### src/pkg/tfr_pkg.sv
`default_nettype none
package tfr_pkg;

    // clock and serial framing
    localparam int unsigned CLK_HZ = 20_000_000;
    localparam int unsigned BAUD = 9600;
    localparam int unsigned DATA_BITS = 8;
    localparam int unsigned STOP_BITS = 1;
    localparam int unsigned FRAME_BITS = 1 + DATA_BITS + STOP_BITS;
    localparam int unsigned BIT_CYCLES = CLK_HZ / BAUD;
    localparam int unsigned CNT_W = 12;
    localparam logic [CNT_W-1:0] BIT_CNT_MAX = CNT_W'(BIT_CYCLES - 1);
    localparam logic [CNT_W-1:0] HALF_CNT_MAX = CNT_W'(BIT_CYCLES / 2 - 1);
    localparam logic [3:0] LAST_BIT = 4'(FRAME_BITS - 1);

    // report period
    localparam int unsigned REPORT_MS = 250;
    localparam int unsigned REPORT_CYCLES = (CLK_HZ / 1000) * REPORT_MS;

    // firmware version code, value arbitrary
    localparam logic [7:0] FW_VERSION_DEF = 8'h0C;

    // register offsets
    localparam logic [3:0] REG_CTRL = 4'h0;
    localparam logic [3:0] REG_STATUS = 4'h1;
    localparam logic [3:0] REG_MASK = 4'h2;
    localparam logic [3:0] REG_INFO = 4'h3;

    // register fields and reset values
    localparam int unsigned CTRL_VERBOSE = 0;
    localparam int unsigned EV_W = 5;
    localparam int unsigned EV_RECORD = 0;
    localparam int unsigned EV_BOOT = 1;
    localparam int unsigned EV_REQ = 2;
    localparam int unsigned EV_FERR = 3;
    localparam int unsigned EV_IGNORED = 4;
    localparam logic CTRL_RST = 1'b0;
    localparam logic [EV_W-1:0] MASK_RST = 5'h00;

    // characters
    localparam logic [7:0] CH_Z = 8'h5A;
    localparam logic [7:0] CH_SPACE = 8'h20;
    localparam logic [7:0] CH_CR = 8'h0D;
    localparam logic [7:0] CH_DOT = 8'h2E;
    localparam logic [7:0] CH_ZERO = 8'h30;
    localparam logic [7:0] CH_REQ = 8'h41;
    localparam logic [7:0] CH_PANEL = 8'h4E;
    localparam logic [7:0] CH_COMP = 8'h43;
    localparam logic [7:0] CH_MANUAL = 8'h4D;
    localparam logic [7:0] CH_SPEED = 8'h53;
    localparam logic [7:0] CH_TORQUE = 8'h54;
    localparam logic [7:0] CH_ROAD = 8'h52;

    // start-up message text, followed by the version number and CR
    localparam int unsigned BOOT_LEN = 10;
    localparam logic [8*BOOT_LEN-1:0] BOOT_TEXT = "POWER ON V";
    localparam logic [3:0] BOOT_LAST = 4'(BOOT_LEN - 1);

    // record fields
    localparam int unsigned VAL_W = 16;
    localparam int unsigned SPEED_W = 14;
    localparam int unsigned LOAD_W = 7;
    localparam int unsigned THR_W = 10;
    localparam int unsigned ADC_W = 10;
    localparam int unsigned ADC_N = 4;
    localparam logic [2:0] TOP_DIGIT = 3'd4;
    localparam logic [2:0] POINT_DIGIT = 3'd3;
    localparam logic [3:0] FLD_SPEED1 = 4'h0;
    localparam logic [3:0] FLD_SPEED2 = 4'h1;
    localparam logic [3:0] FLD_TORQUE = 4'h2;
    localparam logic [3:0] FLD_LOAD = 4'h3;
    localparam logic [3:0] FLD_MODE = 4'h4;
    localparam logic [3:0] FLD_SETPT = 4'h5;
    localparam logic [3:0] FLD_THROTTLE = 4'h6;
    localparam logic [3:0] FLD_ALARM = 4'h7;
    localparam logic [3:0] FLD_ANALOG1 = 4'h8;
    localparam logic [3:0] FLD_ANALOG4 = 4'hB;
    localparam logic [3:0] FLD_FW = 4'hC;

    // mode of control loop
    localparam logic [1:0] MODE_MANUAL = 2'h0;
    localparam logic [1:0] MODE_SPEED = 2'h1;
    localparam logic [1:0] MODE_TORQUE = 2'h2;
    localparam logic [1:0] MODE_ROAD = 2'h3;

    typedef enum logic [3:0] {
        ST_IDLE = 4'h0,
        ST_BOOT = 4'h1,
        ST_LOAD = 4'h2,
        ST_MODE2 = 4'h3,
        ST_DIV = 4'h4,
        ST_DIGNXT = 4'h5,
        ST_NEXTF = 4'h6,
        ST_DONE = 4'h7,
        ST_SEND = 4'h8
    } tfr_state_e;

    function automatic logic [VAL_W-1:0] tfr_pow10(input logic [2:0] idx);
        case (idx)
            3'd0: tfr_pow10 = 16'h0001;
            3'd1: tfr_pow10 = 16'h000A;
            3'd2: tfr_pow10 = 16'h0064;
            3'd3: tfr_pow10 = 16'h03E8;
            default: tfr_pow10 = 16'h2710;
        endcase
    endfunction

endpackage
`default_nettype wire

### src/rtl/tfr_uart.sv
`timescale 1ns/1ps
`default_nettype none
module tfr_uart import tfr_pkg::*; (
    // clock and reset
    input wire logic i_clk,
    input wire logic i_rst_n,
    // transmit side
    input wire logic i_tx_go,
    input wire logic [7:0] i_tx_data,
    output logic o_tx_busy,
    output logic o_txd,
    // receive side
    input wire logic i_rxd,
    output logic o_rx_valid,
    output logic [7:0] o_rx_data,
    output logic o_rx_ferr
);

    logic [CNT_W-1:0] tx_cnt;
    logic [3:0] tx_bits;
    logic [9:0] tx_shift;
    logic rx_s1;
    logic rx_s2;
    logic rx_prev;
    logic rx_busy;
    logic [CNT_W-1:0] rx_cnt;
    logic [3:0] rx_bits;

    wire tx_bit_end = tx_cnt == BIT_CNT_MAX;
    wire rx_start = ~rx_busy & rx_prev & ~rx_s2;

    // start, eight data bits lsb first, one stop, no parity
    always_ff @(posedge i_clk or negedge i_rst_n) begin
        if (!i_rst_n) begin
            o_tx_busy <= 1'b0;
            o_txd <= 1'b1;
            tx_cnt <= '0;
            tx_bits <= 4'h0;
            tx_shift <= 10'h3FF;
        end else if (!o_tx_busy) begin
            if (i_tx_go) begin
                o_tx_busy <= 1'b1;
                o_txd <= 1'b0;
                tx_shift <= {1'b1, i_tx_data, 1'b0};
                tx_cnt <= '0;
                tx_bits <= 4'h0;
            end
        end else if (tx_bit_end) begin
            tx_cnt <= '0;
            if (tx_bits == LAST_BIT) begin
                o_tx_busy <= 1'b0;
                o_txd <= 1'b1;
            end else begin
                o_txd <= tx_shift[1];
                tx_shift <= {1'b1, tx_shift[9:1]};
                tx_bits <= tx_bits + 4'h1;
            end
        end else begin
            tx_cnt <= tx_cnt + 1'b1;
        end
    end

    // two-flop synchroniser, then edge and mid-bit sampling
    always_ff @(posedge i_clk or negedge i_rst_n) begin
        if (!i_rst_n) begin
            rx_s1 <= 1'b1;
            rx_s2 <= 1'b1;
            rx_prev <= 1'b1;
        end else begin
            rx_s1 <= i_rxd;
            rx_s2 <= rx_s1;
            rx_prev <= rx_s2;
        end
    end

    always_ff @(posedge i_clk or negedge i_rst_n) begin
        if (!i_rst_n) begin
            rx_busy <= 1'b0;
            rx_cnt <= '0;
            rx_bits <= 4'h0;
            o_rx_valid <= 1'b0;
            o_rx_data <= 8'h00;
            o_rx_ferr <= 1'b0;
        end else begin
            o_rx_valid <= 1'b0;
            o_rx_ferr <= 1'b0;
            if (rx_start) begin
                rx_busy <= 1'b1;
                rx_cnt <= HALF_CNT_MAX;
                rx_bits <= 4'h0;
            end else if (rx_busy) begin
                if (rx_cnt != '0) begin
                    rx_cnt <= rx_cnt - 1'b1;
                end else begin
                    rx_cnt <= BIT_CNT_MAX;
                    rx_bits <= rx_bits + 4'h1;
                    if (rx_bits == 4'h0) begin
                        rx_busy <= ~rx_s2;
                    end else if (rx_bits == LAST_BIT) begin
                        rx_busy <= 1'b0;
                        o_rx_valid <= rx_s2;
                        o_rx_ferr <= ~rx_s2;
                    end else begin
                        o_rx_data <= {rx_s2, o_rx_data[7:1]};
                    end
                end
            end
        end
    end

endmodule
`default_nettype wire

### src/rtl/tfr_framer.sv
//
// Contract
// - The link runs asynchronous at 9600 baud, no parity, one stop bit, both ways.
// - Every character carries eight data bits between start and stop bit.
// - With verbose on, a full record goes out unasked every 250 ms.
// - After power-up a start-up message with the firmware version is sent.
// - With verbose off, a received A makes the block send exactly one record.
// - A record is Z, then speed1, speed2, torque, load, mode, set point, throttle, alarm, four analogs, then CR.
// - Adjacent fields are separated by one space.
// - Mode is two letters: N or C for source, then M, S, T or R for loop type.
// - Throttle is 0 for closed up to 1023 for wide open.
// - Alarm is 0 without alarm and 1 with one.
// - Each analog field is a 10-bit conversion with 5 V full scale.
//
// The plain strobed port and the register offsets were chosen for this implementation.
`timescale 1ns/1ps
`default_nettype none
module tfr_framer import tfr_pkg::*; #(
    parameter int unsigned REPORT_PERIOD = REPORT_CYCLES,
    parameter logic [7:0] FW_VERSION = FW_VERSION_DEF
) (
    // clock and reset
    input wire logic i_clk,
    input wire logic i_rst_n,
    // register port
    input wire logic [3:0] i_addr,
    input wire logic [7:0] i_wdata,
    input wire logic i_wr,
    input wire logic i_rd,
    output logic [7:0] o_rdata,
    output logic o_irq,
    // serial link
    input wire logic i_rxd,
    output logic o_txd,
    // measurements
    input wire logic [SPEED_W-1:0] i_speed_disp,
    input wire logic [SPEED_W-1:0] i_speed_hidden,
    input wire logic [VAL_W-1:0] i_torque_milli,
    input wire logic [LOAD_W-1:0] i_load_pct,
    input wire logic i_computer_ctl,
    input wire logic [1:0] i_loop_mode,
    input wire logic [SPEED_W-1:0] i_set_point,
    input wire logic [THR_W-1:0] i_throttle,
    input wire logic i_alarm,
    input wire logic [ADC_N*ADC_W-1:0] i_analog
);

    // register state
    logic verbose;
    logic [EV_W-1:0] status;
    logic [EV_W-1:0] mask;

    // record engine state
    tfr_state_e state;
    tfr_state_e ret_state;
    logic [3:0] field;
    logic [2:0] pidx;
    logic [VAL_W-1:0] val;
    logic [3:0] dig;
    logic started;
    logic dot_done;
    logic boot_mode;
    logic [3:0] boot_idx;
    logic boot_pend;
    logic report_pend;
    logic [7:0] tx_char;
    logic tx_go;
    logic ev_record;
    logic ev_boot;
    logic [31:0] tick_cnt;
    logic tick;

    // snapshot taken when a record starts
    logic [SPEED_W-1:0] snap_speed1;
    logic [SPEED_W-1:0] snap_speed2;
    logic [VAL_W-1:0] snap_torque;
    logic [LOAD_W-1:0] snap_load;
    logic snap_comp;
    logic [1:0] snap_loop;
    logic [SPEED_W-1:0] snap_setpt;
    logic [THR_W-1:0] snap_thr;
    logic snap_alarm;
    logic [ADC_W-1:0] snap_adc [ADC_N];

    // serial engine
    logic tx_busy;
    logic rx_valid;
    logic [7:0] rx_data;
    logic rx_ferr;

    tfr_uart u_uart (
        .i_clk(i_clk),
        .i_rst_n(i_rst_n),
        .i_tx_go(tx_go),
        .i_tx_data(tx_char),
        .o_tx_busy(tx_busy),
        .o_txd(o_txd),
        .i_rxd(i_rxd),
        .o_rx_valid(rx_valid),
        .o_rx_data(rx_data),
        .o_rx_ferr(rx_ferr)
    );

    // field value selection
    function automatic logic [VAL_W-1:0] pick_value(input logic [3:0] f);
        case (f)
            FLD_SPEED1: pick_value = VAL_W'(snap_speed1);
            FLD_SPEED2: pick_value = VAL_W'(snap_speed2);
            FLD_TORQUE: pick_value = snap_torque;
            FLD_LOAD: pick_value = VAL_W'(snap_load);
            FLD_SETPT: pick_value = VAL_W'(snap_setpt);
            FLD_THROTTLE: pick_value = VAL_W'(snap_thr);
            FLD_ALARM: pick_value = VAL_W'(snap_alarm);
            FLD_FW: pick_value = VAL_W'(FW_VERSION);
            default: pick_value = VAL_W'(snap_adc[2'(f - FLD_ANALOG1)]);
        endcase
    endfunction

    logic [VAL_W-1:0] fld_value;
    always_comb fld_value = pick_value(field);
    wire [VAL_W-1:0] pow_now = tfr_pow10(pidx);
    wire val_ge = val >= pow_now;
    wire is_torque = (field == FLD_TORQUE) && !boot_mode;
    wire [2:0] min_pidx = is_torque ? POINT_DIGIT : 3'd0;
    wire show_digit = (dig != 4'h0) || started || (pidx <= min_pidx);
    wire need_dot = is_torque && (pidx == POINT_DIGIT) && !dot_done;
    wire tx_free = ~tx_busy & ~tx_go;
    wire [7:0] digit_char = CH_ZERO + {4'h0, dig};
    wire [7:0] boot_char = BOOT_TEXT[8*(BOOT_LAST - boot_idx) +: 8];
    wire [7:0] src_char = snap_comp ? CH_COMP : CH_PANEL;
    wire [7:0] loop_char = (snap_loop == MODE_MANUAL) ? CH_MANUAL :
                           (snap_loop == MODE_SPEED) ? CH_SPEED :
                           (snap_loop == MODE_TORQUE) ? CH_TORQUE : CH_ROAD;
    wire last_field = boot_mode || (field == FLD_ANALOG4);

    // host requests and link events
    wire got_req = rx_valid && (rx_data == CH_REQ) && !verbose;
    wire got_ignored = rx_valid && !got_req;

    // register decode
    wire wr_ctrl = i_wr && (i_addr == REG_CTRL);
    wire wr_mask = i_wr && (i_addr == REG_MASK);
    wire rd_status = i_rd && (i_addr == REG_STATUS);
    wire busy = state != ST_IDLE;
    wire [EV_W-1:0] events;
    assign events[EV_RECORD] = ev_record;
    assign events[EV_BOOT] = ev_boot;
    assign events[EV_REQ] = got_req;
    assign events[EV_FERR] = rx_ferr;
    assign events[EV_IGNORED] = got_ignored;
    wire [EV_W-1:0] next_status = (rd_status ? '0 : status) | events;
    wire [7:0] rd_mux = (i_addr == REG_CTRL) ? {7'h00, verbose} :
                        (i_addr == REG_STATUS) ? {3'h0, status} :
                        (i_addr == REG_MASK) ? {3'h0, mask} :
                        (i_addr == REG_INFO) ? {4'h0, busy, boot_pend, report_pend, verbose} :
                        8'h00;

    // registers and interrupt
    always_ff @(posedge i_clk or negedge i_rst_n) begin
        if (!i_rst_n) begin
            verbose <= CTRL_RST;
            mask <= MASK_RST;
            status <= '0;
            o_rdata <= 8'h00;
            o_irq <= 1'b0;
        end else begin
            if (wr_ctrl) begin
                verbose <= i_wdata[CTRL_VERBOSE];
            end
            if (wr_mask) begin
                mask <= i_wdata[EV_W-1:0];
            end
            status <= next_status;
            o_rdata <= i_rd ? rd_mux : 8'h00;
            o_irq <= |(next_status & mask);
        end
    end

    // verbose period timer
    always_ff @(posedge i_clk or negedge i_rst_n) begin
        if (!i_rst_n) begin
            tick_cnt <= '0;
            tick <= 1'b0;
        end else begin
            tick <= 1'b0;
            if (!verbose) begin
                tick_cnt <= '0;
            end else if (tick_cnt == REPORT_PERIOD - 1) begin
                tick_cnt <= '0;
                tick <= 1'b1;
            end else begin
                tick_cnt <= tick_cnt + 32'h1;
            end
        end
    end

    // measurement snapshot at record start
    wire start_record = (state == ST_IDLE) && !boot_pend && report_pend;

    always_ff @(posedge i_clk or negedge i_rst_n) begin
        if (!i_rst_n) begin
            snap_speed1 <= '0;
            snap_speed2 <= '0;
            snap_torque <= '0;
            snap_load <= '0;
            snap_comp <= 1'b0;
            snap_loop <= MODE_MANUAL;
            snap_setpt <= '0;
            snap_thr <= '0;
            snap_alarm <= 1'b0;
        end else if (start_record) begin
            snap_speed1 <= i_speed_disp;
            snap_speed2 <= i_speed_hidden;
            snap_torque <= i_torque_milli;
            snap_load <= i_load_pct;
            snap_comp <= i_computer_ctl;
            snap_loop <= i_loop_mode;
            snap_setpt <= i_set_point;
            snap_thr <= i_throttle;
            snap_alarm <= i_alarm;
        end
    end

    genvar gi;
    generate
        for (gi = 0; gi < ADC_N; gi++) begin : g_adc
            always_ff @(posedge i_clk or negedge i_rst_n) begin
                if (!i_rst_n) begin
                    snap_adc[gi] <= '0;
                end else if (start_record) begin
                    snap_adc[gi] <= i_analog[gi*ADC_W +: ADC_W];
                end
            end
        end
    endgenerate

    // record and message sequencer
    always_ff @(posedge i_clk or negedge i_rst_n) begin
        if (!i_rst_n) begin
            state <= ST_IDLE;
            ret_state <= ST_IDLE;
            field <= FLD_SPEED1;
            pidx <= TOP_DIGIT;
            val <= '0;
            dig <= 4'h0;
            started <= 1'b0;
            dot_done <= 1'b0;
            boot_mode <= 1'b0;
            boot_idx <= 4'h0;
            boot_pend <= 1'b1;
            report_pend <= 1'b0;
            tx_char <= 8'h00;
            tx_go <= 1'b0;
            ev_record <= 1'b0;
            ev_boot <= 1'b0;
        end else begin
            tx_go <= 1'b0;
            ev_record <= 1'b0;
            ev_boot <= 1'b0;
            if (tick || got_req) begin
                report_pend <= 1'b1;
            end
            unique case (state)
                ST_IDLE: begin
                    if (boot_pend) begin
                        boot_pend <= 1'b0;
                        boot_mode <= 1'b1;
                        boot_idx <= 4'h0;
                        state <= ST_BOOT;
                    end else if (report_pend) begin
                        if (!(tick || got_req)) begin
                            report_pend <= 1'b0;
                        end
                        boot_mode <= 1'b0;
                        field <= FLD_SPEED1;
                        tx_char <= CH_Z;
                        ret_state <= ST_LOAD;
                        state <= ST_SEND;
                    end
                end
                ST_BOOT: begin
                    tx_char <= boot_char;
                    boot_idx <= boot_idx + 4'h1;
                    field <= FLD_FW;
                    ret_state <= (boot_idx == BOOT_LAST) ? ST_LOAD : ST_BOOT;
                    state <= ST_SEND;
                end
                ST_LOAD: begin
                    if (field == FLD_MODE && !boot_mode) begin
                        tx_char <= src_char;
                        ret_state <= ST_MODE2;
                        state <= ST_SEND;
                    end else begin
                        val <= fld_value;
                        pidx <= TOP_DIGIT;
                        dig <= 4'h0;
                        started <= 1'b0;
                        dot_done <= 1'b0;
                        state <= ST_DIV;
                    end
                end
                ST_MODE2: begin
                    tx_char <= loop_char;
                    ret_state <= ST_NEXTF;
                    state <= ST_SEND;
                end
                ST_DIV: begin
                    if (val_ge) begin
                        val <= val - pow_now;
                        dig <= dig + 4'h1;
                    end else if (show_digit) begin
                        tx_char <= digit_char;
                        started <= 1'b1;
                        ret_state <= ST_DIGNXT;
                        state <= ST_SEND;
                    end else begin
                        state <= ST_DIGNXT;
                    end
                end
                ST_DIGNXT: begin
                    if (need_dot) begin
                        tx_char <= CH_DOT;
                        dot_done <= 1'b1;
                        ret_state <= ST_DIGNXT;
                        state <= ST_SEND;
                    end else if (pidx == 3'd0) begin
                        state <= ST_NEXTF;
                    end else begin
                        pidx <= pidx - 3'd1;
                        dig <= 4'h0;
                        state <= ST_DIV;
                    end
                end
                ST_NEXTF: begin
                    if (last_field) begin
                        tx_char <= CH_CR;
                        ret_state <= ST_DONE;
                    end else begin
                        field <= field + 4'h1;
                        tx_char <= CH_SPACE;
                        ret_state <= ST_LOAD;
                    end
                    state <= ST_SEND;
                end
                ST_DONE: begin
                    ev_boot <= boot_mode;
                    ev_record <= ~boot_mode;
                    boot_mode <= 1'b0;
                    state <= ST_IDLE;
                end
                ST_SEND: begin
                    if (tx_free) begin
                        tx_go <= 1'b1;
                        state <= ret_state;
                    end
                end
                default: begin
                    state <= ST_IDLE;
                end
            endcase
        end
    end

endmodule
`default_nettype wire

### config.mk
export PLATFORM = sky130hd
export DESIGN_NAME = tfr_framer
export DESIGN_NICKNAME = d
export VERILOG_FILES = /design/src/pkg/tfr_pkg.sv /design/src/rtl/tfr_uart.sv /design/src/rtl/tfr_framer.sv
export SDC_FILE = /design/constraint.sdc
export NUM_CORES = 1
export LEC_CHECK = 0
export BUFFER_PORTS_ARGS = -buffer_cell sky130_fd_sc_hd__buf_4
export CAP_MARGIN = 10
export CORE_UTILIZATION = 54
export CTS_BUF_LIST = sky130_fd_sc_hd__clkbuf_2 sky130_fd_sc_hd__clkbuf_4 sky130_fd_sc_hd__clkbuf_8
export DETAILED_ROUTE_END_ITERATION = 6
export PLACE_DENSITY = 0.74
export SETUP_SLACK_MARGIN = 0.05
export SLEW_MARGIN = 40
export SYNTH_ARGS = -nofsm -noshare
export SYNTH_HDL_FRONTEND = slang
export SYNTH_SLANG_ARGS = --single-unit
### constraint.sdc
create_clock -name i_clk -period 10.4 [get_ports i_clk]
set_clock_uncertainty 0.05 [all_clocks]
set_input_delay 1.04 -clock i_clk [delete_from_list [all_inputs] [get_ports i_clk]]
set_output_delay 1.04 -clock i_clk [all_outputs]
set_load 0.01 [all_outputs]
==> flow_summary.yaml, run 1 <==
outcome:
  status: "complete, no violations"
yosys:
  synth-xor-area-share_pct: 2.967
  synth_top_family_by_area: "multiplexers"
  yosys_warnings: 0
  yosysSeqAreaShare_pct: 49.21
  yosys.area_share.simple_pct: 14.53
  synth_ff_type: "dfrtp_1"
  syn_inst: 1323
  synth_compound_area_share_pct: 12.11
  synth_seq_cells: 278
  ys_types: 80
  avgSynthCellArea_um2: 10.71
  netlist_area_um2: 14170
  synthAdderAreaFrac_pct: 3.408
  synthArstFlopShare_pct: 100.0
  synth_edf_count: 0
  yosys-mux-area-fraction_pct: 14.79
detailed_routing:
  detail-route-antenna-nets: 0
  drt_iter0_drc: 805
  wl_per_cell_um: 17.57
  vias: 10614
  wirelength_um: 32070
  drc: 0
  drt-vias-per-instance: 5.816
  drt_pass1_iterations: 6
cts:
  cts_buffers: 47
  cts_tree: "yes"
  clkLatencyLatePin_ns: 0.59
  numClockSinks: 278
  postCtsResizedCells: 0
  cts_buffer_depth: 3
  hold_buffers: 0
  htree_levels: 2
  cts_root_buf: "clkbuf_8"
  postCtsSetupBuffers: 0
  clkTransAtPathRegs_ns: 0.06
cells_and_area:
  num_antenna_cells: 0
  layout_commonest_cell: "dfrtp_1"
  drive_above_1_share_pct: 29.63
  area_delta_synth_final_pct: 16.87
  register_area_um2: 6975
  mostFrequentLayoutCells: "dfrtp_1, buf_4, mux2_2, nor2_1, nand2_1"
  fin_util_pct: 65.02
  fin_nets: 1630
  num-fill-cells: 1957
  multiInputGateArea_um2: 6828
timing:
  rsz0062_at_grt: "false"
  relSlewSlack_pct: 45.28
  min_period_ns: 4.025
  fin_crit_sh_pct: 38.70
  tns_ns: 0
  drv_slew: 0
  fmax_mhz: 248.4
  final_hold_viol_count: 0
  tightest_slew_ns: 0.8208
  setup_viol: 0
pwr:
  seqPwrFrac_pct: 49.0
  leakage_nw: 7.358
  clkPwrFrac_pct: 42.1
  powerDensity_nw_per_um2: 147.1
  p_sw_uw: 614.9
  cellInternalPower_mw: 1.821
  combPwrFrac_pct: 8.9
  ir_drop_mv: 0.1582
  swShare_pct: 25.25
floorplan:
  core-area_um2: 25470
  fp.dieW_um: 164.0
  row_count: 58
  die_area_um2: 26890
  ioPinCount: 146
  die_height_um: 164.0
  start_util_pct: 55.63
global_route:
  antenna_found_initial: 0
  overflow: 0
  grt_max_degree: 150
  grt_first_pass_wirelength_um: 53300
  grt_usage_pct: 24.85
  grt_pass1_vias: 10661
hold_path:
  min_path_type: "primary input to async pin"
worst_setup_path:
  crit_required_ns: 10.80
  worstSetupPathType: "flip-flop to flip-flop"
  cp_max_fo: 21
  r2r_cells: 11
  cp-end-kind: "flip-flop"
  cp-start-kind: "flip-flop"
  cp.arrival_ns: 4.42
  startpoint: "field[1]$_DFFE_PN0P_"
  r2r_start: "field[1]$_DFFE_PN0P_"
  rrSetupSlack_ns: 6.37
  reg2reg_to: "tx_char[2]$_DFFE_PN0P_"
place:
  gp_congestion: 0.9122
  hpwl_um: 22070
  io_buffers: 139
flow_run:
  max_cap_violations: 0
registers in the layout (all words and copies together) (netlist names), 10 cells and up:
signal,count
snap_speed1,14
val,16
tick_cnt,32
snap_thr,10
u_uart.rx_cnt,12
snap_setpt,14
u_uart.tx_cnt,12
snap_torque,16
snap_adc,40
snap_speed2,14
area by class of cell:
type,count,area share [%]
tap,330,2.493
clock inverter,13,0.5364
timing repair buffer,149,7.237
clock buffer,75,5.553
sequential,278,42.12
multi-input combinational,943,41.23
inverter,37,0.8386
cells by family (layout without fill, tap and decap cells):
logic type                 after synthesis  in the layout
other                                    1              3
DFF                                    278            278
muxes                                  175            175
adders and majority gates               38             38
buffers and inverters                  104            274
xor gates and xnor gates                48             48
AOI/OAI and AO/OA                      258            258
and+or+nand+nor                        421            421
Yosys cell counts, types with 6 or more instances:
| master | n | share of area (%) |
|---|---|---|
| ha_1 | 37 | 3.3 |
| mux2_4 | 8 | 0.85 |
| a22oi_1 | 18 | 0.95 |
| nor3_1 | 28 | 0.99 |
| a222oi_1 | 9 | 0.64 |
| a221oi_1 | 13 | 0.80 |
| mux2i_1 | 14 | 0.99 |
| xnor2_1 | 21 | 1.3 |
| dfrtp_1 | 264 | 47 |
| inv_1 | 36 | 0.95 |
| clkbuf_1 | 53 | 1.4 |
| nand4_1 | 11 | 0.49 |
| a21oi_1 | 52 | 1.8 |
| nor2b_1 | 15 | 0.66 |
| mux2_2 | 143 | 11 |
| o21ai_0 | 81 | 2.9 |
| nand2_1 | 101 | 2.7 |
| a31oi_1 | 6 | 0.26 |
| nor2_1 | 126 | 3.3 |
| o31ai_1 | 8 | 0.42 |
| xor2_1 | 27 | 1.7 |
| and2_1 | 13 | 0.57 |
| nand3_1 | 42 | 1.5 |
| dfstp_2 | 14 | 2.6 |
| and3_1 | 12 | 0.53 |
| nand2b_1 | 16 | 0.71 |
| a211oi_1 | 6 | 0.32 |
| nor4_1 | 16 | 0.71 |
| mux4_2 | 10 | 1.6 |
| nor4b_1 | 8 | 0.49 |
worst max-delay path: stages (launching register included):
cell and delay [ns]:
dfrtp_1 0.74, ha_2 0.65, and2_1 0.48, nand2_1 0.19
ha_1 0.31, nor2b_1 0.13, o21ai_0 0.15, nand2b_1 0.09
nand4_1 0.12, and3_1 0.20, o211ai_2 0.35, mux2_4 0.41
metal layers:
| layer | GRT usage (%) | up-vias | wire length (um) |
|---|---|---|---|
| met5 | 0 | - | 0 |
| met4 | 8.375 | 0 | 823 |
| met3 | 5.076 | 62 | 1794 |
| met2 | 38.93 | 278 | 14850 |
| met1 | 34.51 | 5215 | 14600 |
| li1 | - | 5059 | - |
power by group through the flow:
stage | Clock [mW] | Sequential [mW] | Combinational [mW]
global placement | 0 | 1.21 | 0.208
finish | 1.03 | 1.19 | 0.217
detailed placement | 0 | 1.21 | 0.218
floorplan | 0 | 1.19 | 0.132
global route | 1.10 | 1.20 | 0.245
CTS | 1.05 | 1.19 | 0.219
worst max path at each step:
stage | to | slack [ns] | cells past startpoint
after CTS | tx_char[5]$_DFFE_PN0P_ | 6.28 | 12
after detailed placement | tx_char[5]$_DFFE_PN0P_ | 6.31 | 12
final | tx_char[2]$_DFFE_PN0P_ | 6.37 | 11
after global placement | tx_char[6]$_DFFE_PN0P_ | 6.09 | 12
after global routing | tx_char[0]$_DFFE_PN0P_ | 6.06 | 13
after floorplan | ret_state[0]$_DFFE_PN0P_ | 6.91 | 16
through the flow:
step	hold WS [ns]	worst slack (ns)	power [mW]	cell area (um^2)	std cells
2_1_floorplan	0.2952	6.911	1.326	14180	1325
3_3_place_gp	0.2962	6.088	1.416	15440	1734
3_5_place_dp	0.2981	6.313	1.428	15510	1736
4_1_cts	0.1426	6.279	2.458	16520	1824
5_1_grt	0.1544	6.058	2.544	16560	1825
6_report	0.1754	6.375	2.436	16560	1825
Note: power is estimated with default switching activity, not from simulation.
==> run 2: changes to the inputs <==
--- a/config.mk
+++ b/config.mk
@@ -10,7 +10,7 @@
 export CORE_UTILIZATION = 54
 export CTS_BUF_LIST = sky130_fd_sc_hd__clkbuf_2 sky130_fd_sc_hd__clkbuf_4 sky130_fd_sc_hd__clkbuf_8
 export DETAILED_ROUTE_END_ITERATION = 6
-export PLACE_DENSITY = 0.74
+export PLACE_DENSITY = 0.77
 export SETUP_SLACK_MARGIN = 0.05
 export SLEW_MARGIN = 40
 export SYNTH_ARGS = -nofsm -noshare
==> constraint.sdc (replaced) <==
create_clock -name i_clk -period 3.4 [get_ports i_clk]
set_clock_uncertainty 0.05 [all_clocks]
set_input_delay 0.34 -clock i_clk [delete_from_list [all_inputs] [get_ports i_clk]]
set_output_delay 0.34 -clock i_clk [all_outputs]
set_load 0.01 [all_outputs]
==> flow_summary.yaml, run 2 (synthesis gave the netlist of run 1 again) <==
flow_run:
  max_cap_violations: 0
timing:
  tns_ns: 0
  fmax_mhz: 303.5
  relSlewSlack_pct: 43.76
  drv_slew: 0
  final_hold_viol_count: 0
  tightest_slew_ns: 0.8404
  min_period_ns: 3.295
  rsz0062_at_grt: "true"
  fin_crit_sh_pct: 96.91
  setup_viol: 0
cells_and_area:
  num-fill-cells: 1668
  layout_commonest_cell: "dfrtp_1"
  drive_above_1_share_pct: 30.19
  largest_reg_flops: 40
  register_area_um2: 6974
  mostFrequentLayoutCells: "dfrtp_1, buf_4, mux2_2, dlygate4sd3_1, nor2_1"
  fin_nets: 1802
  multiInputGateArea_um2: 6960
  fin_util_pct: 72.06
  reg.largest.list: "snap_adc: 40 flops, tick_cnt: 32 flops"
  regMostFlops: "snap_adc"
  area_delta_synth_final_pct: 29.52
floorplan:
  fp.dieW_um: 164.0
  die_area_um2: 26890
  ioPinCount: 146
  start_util_pct: 55.63
  row_count: 58
  die_height_um: 164.0
  core-area_um2: 25470
pwr:
  ir_drop_mv: 0.3755
  p_sw_mw: 2.012
  leakage_nw: 8.155
  clkPwrFrac_pct: 42.5
  powerDensity_nw_per_um2: 423.9
  combPwrFrac_pct: 10.4
  seqPwrFrac_pct: 47.1
  cellInternalPower_mw: 5.768
  swShare_pct: 25.86
detailed_routing:
  wirelength_um: 39790
  vias: 11989
  wl_met1_um: 15840
  highest_layer: "met4"
  drc: 0
  drt_iter0_drc: 1109
  wl_met3_um: 2557
  drt-vias-per-instance: 6.010
  drt_pass1_iterations: 6
  wl_per_cell_um: 19.94
  wl_met2_um: 19800
  detail-route-antenna-nets: 0
global_route:
  grt_first_pass_wirelength_um: 62920
  grt_usage_pct: 29.89
  overflow: 0
  grt_pass1_vias: 12311
  grt_max_degree: 107
  antenna_found_initial: 2
worst_setup_path:
  cp.arrival_ns: 3.69
  max_stage_delay_ns: 0.44
  critPathTopFamily: "compound AO/OA/AOI/OAI gates"
  path_cells: "inv_2 > ha_2 > nand2b_1 > inv_1 > ha_2 > inv_1 > fa_2 > a211oi_4 > o21ai_2 > a211oi_2 > nor4b_2 > nor2_2 > o211ai_2 > clkbuf_16 > mux2_4"
  critPathSlowestCell: "dfrtp_1"
  cp-start-kind: "flip-flop"
  worstSetupPathType: "flip-flop to flip-flop"
  worst-path-buf-inv: 4
  cp-end-kind: "flip-flop"
  cp_max_fo: 5
  crit_required_ns: 3.80
cts:
  cts_buffers: 49
  numClockSinks: 278
  clkLatencyLatePin_ns: 0.60
  cts_tree: "yes"
  htree_levels: 2
  cts_buffer_depth: 3
  cts_root_buf: "clkbuf_8"
  clkTransAtPathRegs_ns: 0.06
outcome:
  status: "complete, no violations"
place:
  hpwl_um: 23780
  gp_congestion: 0.8697
  io_buffers: 139
hold_path:
  min_path_type: "primary input to flip-flop"
-- run 2: cell types whose count changed in the layout (fill, tap and decap cells not counted), moves of 4 or more --
cell / previous run / this run
dlygate4sd3_1: 0 / 126
buf_4: 144 / 184
clkbuf_8: 57 / 65
ha_1: 35 / 28
clkbuf_4: 18 / 12
ha_4: 0 / 5
o21ai_0: 81 / 76
buf_12: 1 / 5
o21ai_1: 0 / 4
-- run 2: through the flow --
| stage | setup WS [ns] | power [mW] | hold slack, ns | instance area (um^2) | cells |
|---|---|---|---|---|---|
| floorplan | 0.1168 | 4.055 | -0.005591 | 14180 | 1325 |
| global route | -0.09268 | 8.095 | 0.04232 | 18360 | 1995 |
| global placement | 0.08972 | 4.340 | 0.2957 | 15790 | 1774 |
| detailed placement | 0.01353 | 4.378 | 0.2975 | 15800 | 1774 |
| CTS | 0.07749 | 7.754 | 0.02265 | 18110 | 1986 |
| finish | 0.1052 | 7.780 | 0.04673 | 18360 | 1995 |
-- run 2: repair_timing --
action / 4_1_cts / 5_1_grt
buffers inserted: 0 / 5
gates cloned: 0 / 1
endpoints found under the setup margin: 11 / 26
hold buffers: 126 / 0
endpoints found under the hold margin: 225 / 0
gates resized for setup: 3 / 36
pin swaps: 0 / 14
-- run 2: tightest hold or removal path, stage by stage --
cell and delay, ns:
buf_4 0.12, a22oi_1 0.07, nor2_1 0.08
-- run 2: power by group through the flow --
| stage | Clock [mW] | Combinational [mW] | Sequential (mW) |
|---|---|---|---|
| after detailed placement | 0 | 0.673 | 3.71 |
| after floorplan | 0 | 0.403 | 3.65 |
| after global routing | 3.52 | 0.896 | 3.68 |
| after CTS | 3.31 | 0.794 | 3.65 |
| final | 3.30 | 0.812 | 3.66 |
| after global placement | 0 | 0.647 | 3.69 |
-- run 2: final cells by class --
cell class,count,area share [%]
well taps,330,2.249
repair buffers,319,15.37
clock inverters,9,0.3136
clock buffers,77,5.365
inverters,37,0.7566
multi-input cells,943,37.92
flip-flops and latches,278,38.00
diodes,2,0.02727
-- run 2: layer usage --
layer / up-vias / track usage [%]
met5: - / 0
met4: 0 / 14.10
met3: 141 / 5.404
met2: 551 / 49.98
met1: 5891 / 37.64
li1: 5406 / -
-- run 2: path summary, 6_finish.rpt --
path	from	slack (ns)	depth (start not counted)	endpoint
max	pidx[1]$_DFFE_PN0P_	0.11	15	tx_char[5]$_DFFE_PN0P_
min	i_addr[0]	0.05	3	o_rdata[2]$_DFF_PN0_
max reg2reg	pidx[1]$_DFFE_PN0P_	0.11	15	tx_char[5]$_DFFE_PN0P_
min reg2reg	u_uart.rx_s1$_DFF_PN1_	0.31	0	u_uart.rx_s2$_DFF_PN1_
max in group asynchronous	i_rst_n	2.02	4	u_uart.rx_prev$_DFF_PN1_
min in group asynchronous	i_rst_n	0.21	2	snap_load[2]$_DFFE_PN0P_
==> run 3: changes to the inputs <==
--- a/config.mk
+++ b/config.mk
@@ -8,7 +8,6 @@
 export BUFFER_PORTS_ARGS = -buffer_cell sky130_fd_sc_hd__buf_4
 export CAP_MARGIN = 10
 export CORE_UTILIZATION = 54
-export CTS_BUF_LIST = sky130_fd_sc_hd__clkbuf_2 sky130_fd_sc_hd__clkbuf_4 sky130_fd_sc_hd__clkbuf_8
 export DETAILED_ROUTE_END_ITERATION = 6
 export PLACE_DENSITY = 0.77
 export SETUP_SLACK_MARGIN = 0.05
==> flow_summary.yaml, run 3 (synthesis gave the netlist of run 1 again) <==
place:
  dpl-instance-area_um2: 15800
  hpwl_um: 23780
  dp.cells: 1774
  detailedPlace.worstSlack_ns: 0.01353
  gp_congestion: 0.8697
  io_buffers: 139
cells_and_area:
  reg.largest.list: "snap_adc: 40 flops, tick_cnt: 32 flops"
  area_delta_synth_final_pct: 29.66
  layout_commonest_cell: "dfrtp_1"
  post_layout_nonfiller_instances: 1969
  regMostFlops: "snap_adc"
  mostFrequentLayoutCells: "dfrtp_1, buf_4, mux2_2, dlygate4sd3_1, nor2_1"
  largest_reg_flops: 40
  drive_above_1_share_pct: 29.14
  fin_nets: 1787
  final_cell_area_um2: 18370
cts:
  cts_tree: "yes"
  htree_levels: 1
  cts_buffers: 30
  clkLatencyLatePin_ns: 0.59
  cts_buffer_depth: 3
  cts_root_buf: "clkbuf_16"
  clkTransAtPathRegs_ns: 0.06
  numClockSinks: 278
worst_setup_path:
  rrSetupSlack_ns: 0.08
  cp-start-kind: "flip-flop"
  cp_max_fo: 5
  reg2reg_to: "tx_char[2]$_DFFE_PN0P_"
  cp-end-kind: "flip-flop"
  r2r_start: "pidx[1]$_DFFE_PN0P_"
  worstSetupPathType: "flip-flop to flip-flop"
  cp.arrival_ns: 3.70
  r2r_cells: 16
  crit_required_ns: 3.79
pwr:
  clkPwrFrac_pct: 42.7
  ir_drop_mv: 0.4051
  cellInternalPower_mw: 5.850
  leakage_nw: 8.128
  total_power_mw: 7.796
  powerDensity_nw_per_um2: 424.3
  p_sw_mw: 1.946
  combPwrFrac_pct: 10.4
  seqPwrFrac_pct: 47.0
  swShare_pct: 24.96
timing:
  drv_slew: 0
  min_period_ns: 3.316
  setup_viol: 0
  fmax_mhz: 301.6
  rsz0062_at_grt: "true"
  layout_setup_ws_ns: 0.08404
  fin_crit_sh_pct: 97.53
  tightest_slew_ns: 0.8307
  relSlewSlack_pct: 44.42
  final_hold_viol_count: 0
global_route:
  grt_pass1_vias: 11956
  antenna_found_initial: 2
  grt_usage_pct: 28.83
  grt_max_degree: 107
  overflow: 0
  grt_first_pass_wirelength_um: 61310
detailed_routing:
  drc: 0
  wl_per_cell_um: 19.46
  detail-route-antenna-nets: 0
  vias: 11776
  wirelength_um: 38310
  drt_pass1_iterations: 6
  drt_iter0_drc: 1159
  drt-vias-per-instance: 5.981
floorplan:
  die_height_um: 164.0
  ioPinCount: 146
  fp.dieW_um: 164.0
  row_count: 58
  start_util_pct: 55.63
  die_area_um2: 26890
  core-area_um2: 25470
flow_run:
  max_cap_violations: 0
outcome:
  status: "complete, no violations"
hold_path:
  hold_end: "o_rdata[2]$_DFF_PN0_"
  min_from: "i_addr[0]"
  worstHoldPathCells: 3
  min_path_type: "primary input to flip-flop"
## run 3: cell count changes in the layout (fill, tap and decap cells not counted), sizes merged
cell and delta:
clkbuf -40, clkinvlp +1, bufinv +2, buf +5, clkinv +8, inv -2
## run 3: cell type report
cell class / instances / area (um^2)
fillers: 1654 / 7098
flip-flops and latches: 278 / 6977
multi-input cells: 943 / 6969
repair buffers: 323 / 2846
clock buffers: 38 / 850.8
well taps: 330 / 412.9
clock inverters: 18 / 171.4
inverters: 37 / 141.4
diodes: 2 / 5.005
## run 3: per-stage QoR
step / utilization, % / hold slack [ns] / setup TNS (ns)
after global routing: 72.13 / 0.07048 / -0.3425
after CTS: 71.02 / 0.03406 / 0
after global placement: 62.00 / 0.2957 / 0
final: 72.13 / 0.05091 / 0
after floorplan: - / -0.005591 / 0
after detailed placement: 62.01 / 0.2975 / 0
## run 3: how the worst max path moves through the flow
stage,slack [ns],endpoint,cells after the start,start
after floorplan,0.12,ret_state[0]$_DFFE_PN0P_,16,field[0]$_DFFE_PN0P_
after global placement,0.09,tx_char[0]$_DFFE_PN0P_,14,pidx[0]$_DFFE_PN0P_
after detailed placement,0.01,tx_char[2]$_DFFE_PN0P_,15,pidx[1]$_DFFE_PN0P_
after CTS,0.05,val[14]$_DFFE_PN0P_,15,pidx[1]$_DFFE_PN0P_
after global routing,-0.09,val[14]$_DFFE_PN0P_,15,pidx[1]$_DFFE_PN0P_
final,0.08,tx_char[2]$_DFFE_PN0P_,16,pidx[1]$_DFFE_PN0P_
## run 3: power groups by stage
| stage | registers, mW | logic [mW] | clock network (mW) |
|---|---|---|---|
| after floorplan | 3.65 | 0.403 | 0 |
| after global placement | 3.69 | 0.647 | 0 |
| after detailed placement | 3.71 | 0.673 | 0 |
| after CTS | 3.65 | 0.797 | 3.35 |
| after global routing | 3.68 | 0.897 | 3.51 |
| final | 3.66 | 0.807 | 3.33 |
## run 3: layer usage
layer	track usage, %	share of wire (%)	vias to the layer above
met1	37.21	41	5849
met3	4.697	5.8	98
met5	0	0	-
met2	48.90	50	469
li1	-	-	5360
met4	10.69	3.2	0
## run 3: timing repair
action                                 in CTS  in global routing
pin swaps                                   0                 17
hold buffers                              126                  0
endpoints found under the hold margin     225                  0
setup endpoints to repair                  15                 32
resized for setup                           4                 41
buffers inserted                            0                 10
## run 3: critical path: stages (launching register included)
cell and delay [ns]:
dfrtp_2 0.44, inv_2 0.10, ha_4 0.14, nand2b_1 0.10, inv_1 0.11, ha_2 0.20, inv_2 0.04, fa_2 0.38
a211oi_4 0.28, o21ai_2 0.11, a211oi_2 0.28, nor4b_2 0.09, nor2_2 0.13, o211ai_2 0.13, buf_12 0.16, buf_12 0.12
mux2_4 0.29
